<file path="config.mk">
export PLATFORM = sky130hd
export DESIGN_NAME = flf_formatter
export DESIGN_NICKNAME = d
export VERILOG_FILES = /design/src/flf_pkg.sv /design/src/flf_fifo.sv /design/src/flf_formatter.sv
export SDC_FILE = /design/constraint.sdc
export NUM_CORES = 2
export LEC_CHECK = 0
export ABC_AREA = 1
export BUFFER_PORTS_ARGS = -buffer_cell sky130_fd_sc_hd__buf_2
export CAP_MARGIN = 20
export CELL_PAD_IN_SITES_DETAIL_PLACEMENT = 0
export CELL_PAD_IN_SITES_GLOBAL_PLACEMENT = 2
export CORE_AREA = 2 2 734 444
export DETAILED_ROUTE_END_ITERATION = 8
export DIE_AREA = 0 0 736 446
export PLACE_DENSITY = 0.65
export RECOVER_POWER = 25
export SYNTH_ARGS = -nofsm -noshare
export SYNTH_HDL_FRONTEND = slang
export SYNTH_SLANG_ARGS = --single-unit
</file>
<file path="constraint.sdc">
create_clock -name CORE_CLK -period 5.1 [get_ports CORE_CLK]
set_input_delay 1.02 -clock CORE_CLK [delete_from_list [all_inputs] [get_ports CORE_CLK]]
set_output_delay 1.02 -clock CORE_CLK [all_outputs]
set_load 0.02 [all_outputs]
</file>
<file path="src/flf_pkg.sv">
package flf_pkg;
    // Block layout, as byte indices within the returned block.
    localparam int BLOCK_LEN = 255;
    localparam logic [7:0] BYTE_COUNT = 8'hff;
    localparam logic [7:0] PTR_BYTE = 8'h00;
    localparam logic [7:0] CNT_BYTE = 8'h01;
    localparam logic [7:0] TS_LO = 8'h02;
    localparam logic [7:0] PKMN_LO = 8'h08;
    localparam logic [7:0] STAT_LO = 8'h30;
    localparam logic [7:0] CYC_LO = 8'h48;
    localparam logic [7:0] CYC_HI = 8'hed;
    localparam logic [7:0] RESERVED_VALUE = 8'h00;
    localparam logic [7:0] ALL_VALID = 8'hff;
    localparam logic [7:0] LAST_INDEX = 8'hff;

    // History record and ring geometry.
    localparam int REC_LEN = 46;
    localparam logic [7:0] POS_MAX = 8'h2d;
    localparam logic [7:0] CYC_LEN = 8'ha6;
    localparam int RING_LEN = 184;
    localparam logic [7:0] RING_MAX = 8'hb7;

    // Snapshot widths.
    localparam int TS_W = 41;
    localparam int PKMN_W = 320;
    localparam int STAT_W = 192;

    // Shared tick: one count per 200 us at a 25 MHz core clock.
    localparam int TICK_US = 200;
    localparam int CLK_MHZ = 25;
    localparam int TICK_CYCLES = TICK_US * CLK_MHZ;

    // Output buffer.
    localparam int FIFO_W = 8;
    localparam int FIFO_D = 16;

    typedef enum logic [0:0] {
        ST_IDLE = 1'b0,
        ST_SEND = 1'b1
    } flf_state_t;
endpackage : flf_pkg

</file>
<file path="src/flf_fifo.sv">
`timescale 1ns/1ns
// Shift-register FIFO: the head entry is a flip-flop, so the drain side
// sees registered data and valid.
module flf_fifo #(
    parameter int WIDTH = 8,
    parameter int DEPTH = 16
) (
    // Clock and reset
    input wire logic clk,
    input wire logic rst_n,
    // Fill side
    input wire logic in_valid,
    input wire logic [WIDTH-1:0] in_data,
    output logic in_ready,
    // Drain side
    output logic out_valid,
    output logic [WIDTH-1:0] out_data,
    input wire logic out_ready
);
    localparam int CW = $clog2(DEPTH + 1);

    logic [WIDTH-1:0] data [DEPTH];
    logic [CW-1:0] count;
    logic [CW-1:0] next_count;
    logic push;
    logic pop;

    assign push = in_valid && in_ready;
    assign pop = out_valid && out_ready;
    assign out_data = data[0];

    always_comb begin
        next_count = count;
        if (push && !pop) begin
            next_count = count + CW'(1);
        end else if (pop && !push) begin
            next_count = count - CW'(1);
        end
    end

    always_ff @(posedge clk) begin
        if (!rst_n) begin
            count <= '0;
            out_valid <= 1'b0;
            in_ready <= 1'b1;
        end else begin
            count <= next_count;
            out_valid <= (next_count != '0);
            in_ready <= (next_count < CW'(DEPTH));
        end
    end

    always_ff @(posedge clk) begin
        if (!rst_n) begin
            for (int i = 0; i < DEPTH; i++) begin
                data[i] <= '0;
            end
        end else begin
            for (int i = 0; i < DEPTH; i++) begin
                if (pop) begin
                    if (push && CW'(i + 1) == count) begin
                        data[i] <= in_data;
                    end else if (i < DEPTH - 1) begin
                        data[i] <= data[i + 1];
                    end
                end else if (push && CW'(i) == count) begin
                    data[i] <= in_data;
                end
            end
        end
    end
endmodule : flf_fifo

</file>
<file path="src/flf_formatter.sv">
`timescale 1ns/1ns
// Behaviour
// RQ1: Byte 0 is captured history pointer.
// RQ2: Byte 1 is valid cyclic byte count.
// RQ3: Bytes 2-7: 41-bit tick timestamp, LSB first.
// RQ4: Bytes 8-47: peak/min pairs, fixed channel order.
// RQ5: Bytes 48-71: three status bytes per channel.
// RQ6: History records are 46 bytes, positions 0-45.
// RQ7: Fixed byte layout within each record.
// RQ8: Byte 72 at pointer, then descending.
// RQ9: Position wraps 0 to 45 of older record.
// RQ10: Cyclic to 237; 238-254 return zero.
// RQ11: Host reads all 255 bytes at once.
// RQ12: Count 0xFF precedes the pointer byte.
// RQ13: Writer stores byte, advances pointer, wraps 45.
module flf_formatter #(
    parameter int TICK_CYCLES = flf_pkg::TICK_CYCLES
) (
    // Clock and reset
    input wire logic CORE_CLK,
    input wire logic RST_N,
    // Telemetry history input, one byte per record position
    input wire logic HIST_VALID,
    input wire logic [7:0] HIST_DATA,
    // Fault capture
    input wire logic FAULT,
    input wire logic [flf_pkg::PKMN_W-1:0] PEAK_MIN,
    input wire logic [flf_pkg::STAT_W-1:0] CHAN_STATUS,
    // Block read request and byte stream to the bus engine
    input wire logic READ_START,
    output logic OUT_VALID,
    output logic [7:0] OUT_DATA,
    input wire logic OUT_READY,
    // Status
    output logic READ_BUSY,
    output logic LOG_LOCKED
);
    localparam int TW = $clog2(TICK_CYCLES);

    // History ring: four whole records, so a ring address modulo the
    // record length is always the record position.
    logic [7:0] ring [flf_pkg::RING_LEN];
    logic [7:0] wr_addr;
    logic [7:0] newest_now;
    logic [7:0] wr_pos;
    logic [7:0] wr_count;
    logic [TW-1:0] tick_div;
    logic [flf_pkg::TS_W-1:0] tick_count;

    // Snapshot taken at the fault.
    logic [7:0] snap_ptr;
    logic [7:0] snap_count;
    logic [7:0] snap_newest;
    logic [flf_pkg::TS_W-1:0] snap_ts;
    logic [flf_pkg::PKMN_W-1:0] snap_pkmn;
    logic [flf_pkg::STAT_W-1:0] snap_stat;

    // Readout pipeline.
    flf_pkg::flf_state_t state;
    logic [7:0] idx;
    logic [7:0] rd_addr;
    logic [7:0] rd_data;
    logic s1_valid;
    logic s1_cyc;
    logic s1_ok;
    logic [7:0] s1_pre;
    logic fifo_ready;
    logic adv;
    logic issue;
    logic last;
    logic capture;
    logic [7:0] blk;
    logic [7:0] cyc_k;
    logic [47:0] ts_pad;
    logic next_cyc;
    logic [7:0] next_pre;
    logic [7:0] push_data;

    assign adv = !s1_valid || fifo_ready;
    assign issue = adv && (state == flf_pkg::ST_SEND);
    assign last = issue && (idx == flf_pkg::LAST_INDEX);
    assign capture = FAULT && !LOG_LOCKED && (state == flf_pkg::ST_IDLE);
    assign blk = idx - 8'h01;
    assign newest_now = (wr_addr == 8'h00) ? flf_pkg::RING_MAX :
        wr_addr - 8'h01;
    assign cyc_k = blk - flf_pkg::CYC_LO;
    assign ts_pad = {7'h00, snap_ts};

    // Shared tick counter, cleared only by reset.
    always_ff @(posedge CORE_CLK) begin
        if (!RST_N) begin
            tick_div <= '0;
            tick_count <= '0;
        end else if (tick_div == TW'(TICK_CYCLES - 1)) begin
            tick_div <= '0;
            tick_count <= tick_count + 41'h1; // RQ3
        end else begin
            tick_div <= tick_div + TW'(1);
        end
    end

    // History writer. Writes stop while a snapshot is held so the ring
    // still matches the captured pointer when the host reads it.
    always_ff @(posedge CORE_CLK) begin
        if (!RST_N) begin
            wr_addr <= 8'h00;
            wr_pos <= 8'h00;
            wr_count <= 8'h00;
        end else if (HIST_VALID && !LOG_LOCKED) begin
            wr_addr <= (wr_addr == flf_pkg::RING_MAX) ? 8'h00 :
                wr_addr + 8'h01;
            wr_pos <= (wr_pos == flf_pkg::POS_MAX) ? 8'h00 :
                wr_pos + 8'h01; // RQ13
            if (wr_count != flf_pkg::CYC_LEN) begin
                wr_count <= wr_count + 8'h01; // RQ2
            end
        end
    end

    always_ff @(posedge CORE_CLK) begin
        if (HIST_VALID && !LOG_LOCKED) begin
            ring[wr_addr] <= HIST_DATA; // RQ6 RQ7 RQ13
        end
    end

    // Snapshot of pointer, count, time, extremes and status.
    always_ff @(posedge CORE_CLK) begin
        if (!RST_N) begin
            snap_ptr <= 8'h00;
            snap_count <= 8'h00;
            snap_newest <= 8'h00;
            snap_ts <= '0;
            snap_pkmn <= '0;
            snap_stat <= '0;
        end else if (capture) begin
            snap_ptr <= (wr_pos == 8'h00) ? flf_pkg::POS_MAX :
                wr_pos - 8'h01; // RQ1
            snap_count <= wr_count; // RQ2
            snap_newest <= newest_now;
            snap_ts <= tick_count; // RQ3
            snap_pkmn <= PEAK_MIN; // RQ4
            snap_stat <= CHAN_STATUS; // RQ5
        end
    end

    // The lock is released only once the whole block has been issued.
    always_ff @(posedge CORE_CLK) begin
        if (!RST_N) begin
            LOG_LOCKED <= 1'b0;
        end else if (capture) begin
            LOG_LOCKED <= 1'b1;
        end else if (last) begin
            LOG_LOCKED <= 1'b0;
        end
    end

    // Read sequencer: index 0 is the block byte count, index n is block
    // byte n-1.
    always_ff @(posedge CORE_CLK) begin
        if (!RST_N) begin
            state <= flf_pkg::ST_IDLE;
            idx <= 8'h00;
            READ_BUSY <= 1'b0;
        end else begin
            case (state)
                flf_pkg::ST_IDLE: begin
                    if (READ_START) begin
                        state <= flf_pkg::ST_SEND;
                        idx <= 8'h00;
                        READ_BUSY <= 1'b1;
                    end
                end
                flf_pkg::ST_SEND: begin
                    if (last) begin
                        state <= flf_pkg::ST_IDLE; // RQ11
                        READ_BUSY <= 1'b0;
                    end else if (issue) begin
                        idx <= idx + 8'h01;
                    end
                end
                default: begin
                    state <= flf_pkg::ST_IDLE;
                    READ_BUSY <= 1'b0;
                end
            endcase
        end
    end

    // Byte selection for the index being issued.
    always_comb begin
        next_pre = flf_pkg::RESERVED_VALUE;
        next_cyc = 1'b0;
        if (idx == 8'h00) begin
            next_pre = flf_pkg::BYTE_COUNT; // RQ12
        end else if (blk == flf_pkg::PTR_BYTE) begin
            next_pre = snap_ptr; // RQ1 RQ12
        end else if (blk == flf_pkg::CNT_BYTE) begin
            next_pre = (snap_count == flf_pkg::CYC_LEN) ?
                flf_pkg::ALL_VALID : snap_count; // RQ2
        end else if (blk < flf_pkg::PKMN_LO) begin
            next_pre = ts_pad[8 * (blk - flf_pkg::TS_LO) +: 8]; // RQ3
        end else if (blk < flf_pkg::STAT_LO) begin
            next_pre = snap_pkmn[8 * (blk - flf_pkg::PKMN_LO) +: 8]; // RQ4
        end else if (blk < flf_pkg::CYC_LO) begin
            next_pre = snap_stat[8 * (blk - flf_pkg::STAT_LO) +: 8]; // RQ5
        end else if (blk <= flf_pkg::CYC_HI) begin
            next_cyc = 1'b1; // RQ10
        end
    end

    // Ring walk: starts at the newest byte and steps down one address per
    // cyclic byte, so record positions fall and wrap from 0 to 45.
    always_ff @(posedge CORE_CLK) begin
        if (!RST_N) begin
            rd_addr <= 8'h00;
        end else if (state == flf_pkg::ST_IDLE && READ_START) begin
            // A fault taken on the same edge has not reached the snapshot
            // yet, so the walk must start from newest_now, one below the live write address.
            rd_addr <= capture ? newest_now : snap_newest; // RQ8
        end else if (issue && next_cyc) begin
            rd_addr <= (rd_addr == 8'h00) ? flf_pkg::RING_MAX :
                rd_addr - 8'h01; // RQ9
        end
    end

    always_ff @(posedge CORE_CLK) begin
        if (adv) begin
            rd_data <= ring[rd_addr];
        end
    end

    // Second stage holds its byte until the buffer takes it.
    always_ff @(posedge CORE_CLK) begin
        if (!RST_N) begin
            s1_valid <= 1'b0;
            s1_cyc <= 1'b0;
            s1_ok <= 1'b0;
            s1_pre <= 8'h00;
        end else if (adv) begin
            s1_valid <= issue;
            s1_cyc <= next_cyc;
            s1_ok <= (cyc_k < snap_count); // RQ2
            s1_pre <= next_pre;
        end
    end

    // History bytes past the valid count are sent as zero.
    assign push_data = (s1_cyc && !s1_ok) ? flf_pkg::RESERVED_VALUE :
        (s1_cyc ? rd_data : s1_pre);

    flf_fifo #(
        .WIDTH(flf_pkg::FIFO_W),
        .DEPTH(flf_pkg::FIFO_D)
    ) u_fifo (
        .clk(CORE_CLK),
        .rst_n(RST_N),
        .in_valid(s1_valid),
        .in_data(push_data),
        .in_ready(fifo_ready),
        .out_valid(OUT_VALID),
        .out_data(OUT_DATA),
        .out_ready(OUT_READY)
    );
endmodule : flf_formatter

</file>
### Yosys cells after proc, flatten, opt, wreduce, memory -nomap -nowiden

Memories as Yosys holds them, arrays and structs flattened. A register that Yosys moved wholly into a read port is not among the register bits.
Index checks and enable logic that the tools add are counted.

| word-level totals | value |
|---|---|
| word-level logic and storage cells | 434 |
| input port bits | 526 |
| memories kept | 2 |
| output and inout bits | 11 |
| register bits | 692 |
| RAM bits | 1600 |

Memories:

| name | words | bits a word | rd ports | clocked after Yosys merged registers in | write ports | RTL line | source |
|---|---|---|---|---|---|---|---|
| ring | 184 | 8 | 1 | 1 | 1 | flf_formatter.sv:42 | `logic [7:0] ring [flf_pkg::RING_LEN];` |
| u_fifo.data | 16 | 8 | 16 | 0 | 16 | flf_fifo.sv:22 | `logic [WIDTH-1:0] data [DEPTH];` |

| cells by class | value |
|---|---|
| eq/ne operators | 27 |
| order comparisons | 6 |
| shift-type cells | 3 |
| add/subtract/negate cells | 16 |
| bitwise operators | 49 |
| reductions and logical operators | 48 |
| mux-type cells | 260 |

Operators with widths:

| operator | count |
|---|---|
| $mux 8 | 67 |
| $shiftx 320x33->8 | 1 |
| $shiftx 192x33->8 | 1 |
| $mux 1 | 188 |
| $shiftx 48x33->8 | 1 |
| $or 1x1->1 | 47 |
| $add 41x1->41 const B | 1 |
| $eq 4x5->1 const A | 8 |
| $logic_not 8->1 | 5 |
| $add 8x1->8 const B | 4 |
| $sub 8x1->8 const B | 4 |
| $logic_and 1x1->1 | 29 |
| $eq 8x8->1 const B | 3 |
| $eq 3x5->1 const A | 4 |
| $pmux 8 s2 | 1 |
| $add 13x1->13 const B | 1 |
| $eq 13x13->1 const B | 1 |
| $eq 2x5->1 const A | 2 |
| $mux 5 | 2 |
| $sub 8x2->9 const B | 1 |
| $sub 8x4->9 const B | 1 |
| $sub 8x6->9 const B | 1 |
| $eq 8x1->1 const B | 1 |
| $eq 8x6->1 const B | 1 |
| other kinds (24) | 34 |

### Logic depth before layout (Yosys ltp)

| depth | value |
|---|---|
| word-level depth | 12 |
| depth in mapped cells | 25 |
| depth with buffers taken out | 20 |

### Cells and area by module

From an unflattened synthesis, not the netlist that was laid out.

| unflattened totals | value |
|---|---|
| cells, all modules | 9633 |
| area, all modules | 96277.3 sq um |

Modules (own cells, without submodules):

| module | cells an instance | area each (sq um) | seq. area each (sq um) | times used |
|---|---|---|---|---|
| flf_formatter | 9049 | 90086.4 | 58155.8 | 1 |
| flf_fifo | 584 | 6190.9 | 3983.8 | 1 |

### Least setup slack after synthesis

No wires, ideal clock.

| timing path | value |
|---|---|
| path type | reg-to-reg |
| start point | reg idx[0] |
| end point | reg s1_pre[0] |
| stages on the path, launching flop included | 24 |
| library setup time | 66 ps |
| data required time | 5034 ps |
| period minus slack after synthesis | 3413 ps |
| path slack | 1687 ps |
| arrival | 3347 ps |
| cells stage by stage | dfxtp_1 > inv_2 > buf_4 > buf_2 > buf_2 > buf_4 > ha_1 > inv_1 > nand2_1 > nand2_1 > buf_2 > buf_4 > buf_4 > ha_1 > clkbuf_1 > nor2_1 > o21ai_0 > o21ai_0 > nand3b_1 > nand3_1 > nand2_1 > nand2_1 > nand2_1 > a21oi_2 |

| between the ends | value |
|---|---|
| word-level cells in the longest chain between the ends | 9 |

Ends and longest elaborated chain:

| item | RTL line | source |
|---|---|---|
| start: declaration | flf_formatter.sv:60 | `logic [7:0] idx;` |
| start signal: assignment | flf_formatter.sv:178 | `idx <= idx + 8'h01;` |
| $sub 8x1->8 | flf_formatter.sv:83 | `assign blk = idx - 8'h01;` |
| $sub 8x6->9 | flf_formatter.sv:205 | `next_pre = snap_stat[8 * (blk - flf_pkg::STAT_LO) +: 8];` |
| $shiftx 192x33->8 | flf_formatter.sv:205 |  |
| $mux 8 | flf_formatter.sv:204 | `end else if (blk < flf_pkg::CYC_LO) begin` |
| $mux 8 | flf_formatter.sv:202 | `end else if (blk < flf_pkg::STAT_LO) begin` |
| $mux 8 | flf_formatter.sv:200 | `end else if (blk < flf_pkg::PKMN_LO) begin` |
| $mux 8 | flf_formatter.sv:197 | `end else if (blk == flf_pkg::CNT_BYTE) begin` |
| $mux 8 | flf_formatter.sv:195 | `end else if (blk == flf_pkg::PTR_BYTE) begin` |
| $mux 8 * | flf_formatter.sv:193 | `if (idx == 8'h00) begin` |
| end signal: assignment | flf_formatter.sv:243 | `s1_pre <= next_pre;` |
| end: declaration | flf_formatter.sv:66 | `logic [7:0] s1_pre;` |

Mark *: on every way between the ends. The rest lies on a longest branch, timed or not.
A chain may end at the register's enable or synchronous reset.

### Worst setup path after layout

| timing path | value |
|---|---|
| start point | in HIST_DATA[6] |
| end point | mem ring[117][6], data pin |

RTL lines:

| item | RTL line | source |
|---|---|---|
| start: declaration | flf_formatter.sv:24 | `input wire logic [7:0] HIST_DATA,` |
| end: declaration | flf_formatter.sv:42 |  |

No word-level cell before the write port.

==> run_results.csv <==
group,metric,value,unit
critical_path,crit_fanout,57,
floorplanning,start_util,0.298,
synthesis,ys_warn_count,0,
route,route.detailed.drc,0,
clock_tree,clock_latency,950,ps
critical_path,cp-start-kind,"primary input",
sta,tns,0,ps
synthesis,synth_top_area_frac,0.503,
clock_tree,cts_tree,"done",
global_routing,grt-ovfl-total,0,
sta,slew_headroom,-1.95,
synthesis,yosysSeqAreaShare,0.647,
floorplanning,coreArea,322000,um2
synthesis,yosys.area.top_type,"edfxtp_1",
route,drt_iter0_drc,7946,
critical_path,cp_data_arrival_time,4890,ps
place,port_buffers,536,
sta,setup_violations,0,
clock_tree,cts_root_buf,"clkbuf_16",
layout,fin_area,110000,um2
synthesis,synth_flop_cell,"edfxtp_1",
layout,num-fill-cells,32768,
outcome,status,"complete, but fails checks",
floorplanning,rows,162,
floorplanning,dieArea,328000,um2
synthesis,synth_area_leaders,"edfxtp_1 50%, dfxtp_1 14%, o21ai_0 8.5%",
sta,hold_violations,0,
clock_tree,cts.sinks,2300,
sta,rsz0062_at_grt,"no",
floorplanning,die_h,446,um
clock_tree,clk_path_buf_depth,4,
synthesis,synth_area,96100,um2
route,antenna_left,0,
flow_run,max_cap_viol_count,9,
floorplanning,fp.dieW,736,um
clock_tree,htreeDepth,4,
synthesis,yosysMostFrequentCell,"nor2_1",
synthesis,async_reset_ff_frac,0,
global_routing,antenna_found_initial,63,
worst_hold_path,hold_class,"primary input to register",
layout,drive_above_1_share,0.111,
critical_path,path_cells,"clkbuf_1 > clkbuf_2",
sta,clock.fmax,0.226,GHz
sta,post-route-min-period,4430,ps
power,ir_worst_vdd,0.256,mV
place,gp_routability_congestion,0.865,
clock_tree,hold_buffers,0,
sta,min_period_over_period,0.868,
place,dp_hpwl,233,mm
clock_tree,numCtsBuffers,231,
place,placed_area,103000,um2
power,p_per_area,411,nW/um2
clock_tree,clk_pin_slew,70,ps
layout,area_growth_syn_to_layout,14.9,%
route,dr.pass1.iters,5,
floorplanning,io_pins,537,
synthesis,ys_types,60,
critical_path,worst_path_dominant_cell_family,"buffers and inverters",
outcome,violations,"capacitance limit, slew limit",
clock_tree,ctsResizeCount,0,
route,viasPerCell,5.20,
critical_path,max_stage_delay,2350,ps
critical_path,critPathBufInv,2,
route,vias,74099,
synthesis,synth_cells,9533,
sta,slew_violations,554,
synthesis,syn_area_per_cell,10.1,um2
global_routing,grt_pass1_vias,69918,
global_routing,grt_usage,0.209,
global_routing,grt_max_degree,232,
sta,clock_skew,103,ps
route,wl,357,mm
layout,nNetsFinal,10346,
power,power_leakage,0.0378,uW
synthesis,synth-edff-count,1608,
critical_path,end_kind,"register",
critical_path,required,5570,ps
synthesis,ys_top_cells_by_count,"2,026 x nor2_1, 1,625 x o21ai_0, 1,608 x edfxtp_1",
global_routing,grt_pass1_wl,511,mm
clock_tree,post_cts_buffers,0,
critical_path,worst-setup-path-type,"primary input to register",
route,wl_per_cell,25.0,um
sta,tightest_slew,4420,ps
critical_path,cpMaxStageDelayCell,"clkbuf_1",
synthesis,synth-seq-cells,2300,
synthesis,synth_fp_nets,10096,
[sequential cells by signal, indices dropped and copies added, names as in the netlist, 13 cells and up]
signal / cells
snap_ts: 41
u_fifo.data: 128
tick_count: 41
ring: 1472
snap_stat: 192
tick_div: 13
snap_pkmn: 320
[cell families after synthesis]
| logic type | after synthesis | synth area share |
|---|---|---|
| AND/OR/NAND/NOR | 3414 | 0.144 |
| AO/OA/AOI/OAI | 2672 | 0.153 |
| flip-flops | 2300 | 0.647 |
| buffers and inverters | 1075 | 0.0476 |
| adder cells (fa/ha/maj) | 37 | 0.00482 |
| XOR/XNOR | 35 | 0.00319 |
[through the flow]
step | util | hold slack, ps | worst slack, ps | instances | total power, uW
finish | 0.343 | 363 | 674 | 14262 | 45400
global route | 0.343 | 328 | 478 | 14242 | 47200
CTS | 0.343 | 281 | 1340 | 14224 | 45700
detailed placement | 0.319 | 439 | 1140 | 13811 | 28100
global placement | 0.319 | 427 | 1220 | 13806 | 28100
floorplan | - | 418 | 1690 | 9533 | 25100
[path summary, 6_finish.rpt]
kind / start / to / slack [ps] / depth (start not counted)
worst max-delay path: HIST_DATA[6] / ring[117][6] / 670 / 2
worst min-delay path: PEAK_MIN[143] / snap_pkmn[143] / 360 / 3
worst max register to register: idx[1] / s1_pre[1] / 1270 / 18
worst min register to register: snap_pkmn[191] / snap_pkmn[191] / 450 / 2
[cells in the final DEF (no fill, tap or decap), types with 9 or more instances in the layout]
cell type,count
a211oi_1,50
xor2_1,24
xnor2_1,11
ha_1,36
buf_12,35
nand4_1,47
diode_2,35
o221ai_1,123
o21ai_1,15
buf_4,111
clkbuf_16,231
nand3_1,426
nor2_1,2024
nor2_4,9
clkbuf_1,42
dfxtp_1,686
clkinvlp_4,10
inv_1,379
o211ai_1,130
buf_2,528
o21ai_0,1625
a31oi_1,24
a22oi_1,9
o22ai_1,242
clkinv_2,45
nand2_2,9
nor3b_1,9
clkbuf_8,21
edfxtp_1,1608
nor3_1,39
nand2_1,797
bufinv_16,27
nor4_1,17
a21oi_1,432
clkinv_1,38
[power by group]
| group | switching (uW) | total, uW | internal [uW] |
|---|---|---|---|
| Combinational | 4890 | 6610 | 1720 |
| Sequential | 405 | 21100 | 20700 |
| Clock | 7660 | 17600 | 9960 |
| Total | 13000 | 45400 | 32400 |
[layer usage]
metal | vias to the layer above | global-route usage | wire length (um)
met2 | 2404 | 0.288 | 144000
met3 | 403 | 0.0427 | 25600
met1 | 37152 | 0.335 | 182000
met4 | 14 | 0.0352 | 5720
li1 | 34126 | - | -
met5 | - | 0.00278 | 96
[cell type report]
| cell class | count | area [um2] | area share |
|---|---|---|---|
| Sequential cell | 2300 | 62200 | 0.563 |
| Timing Repair Buffer | 692 | 4300 | 0.0389 |
| Multi-Input combinational cell | 6158 | 29400 | 0.267 |
| Tap cell | 4264 | 5340 | 0.0483 |
| Inverter | 400 | 1560 | 0.0141 |
| Antenna cell | 35 | 87.6 | 0.000793 |
| Clock inverter | 125 | 1360 | 0.0123 |
| Clock buffer | 288 | 6210 | 0.0562 |
[worst register-to-register path: stages (launching register included)]
cell and delay [ps]:
dfxtp_1 480, inv_1 180, ha_1 280, nand2_1 100
nand2_1 60, nand2_1 110, inv_2 140, ha_1 400
clkinv_1 410, nor2_1 540, nand3_1 160, nand2_1 90
a21oi_1 40, nand2_1 240, nand2_1 100, nand2_1 70
nand3_1 80, a21oi_1 170, nor2_1 60
No activity file was read; power rests on OpenSTA's default activity.
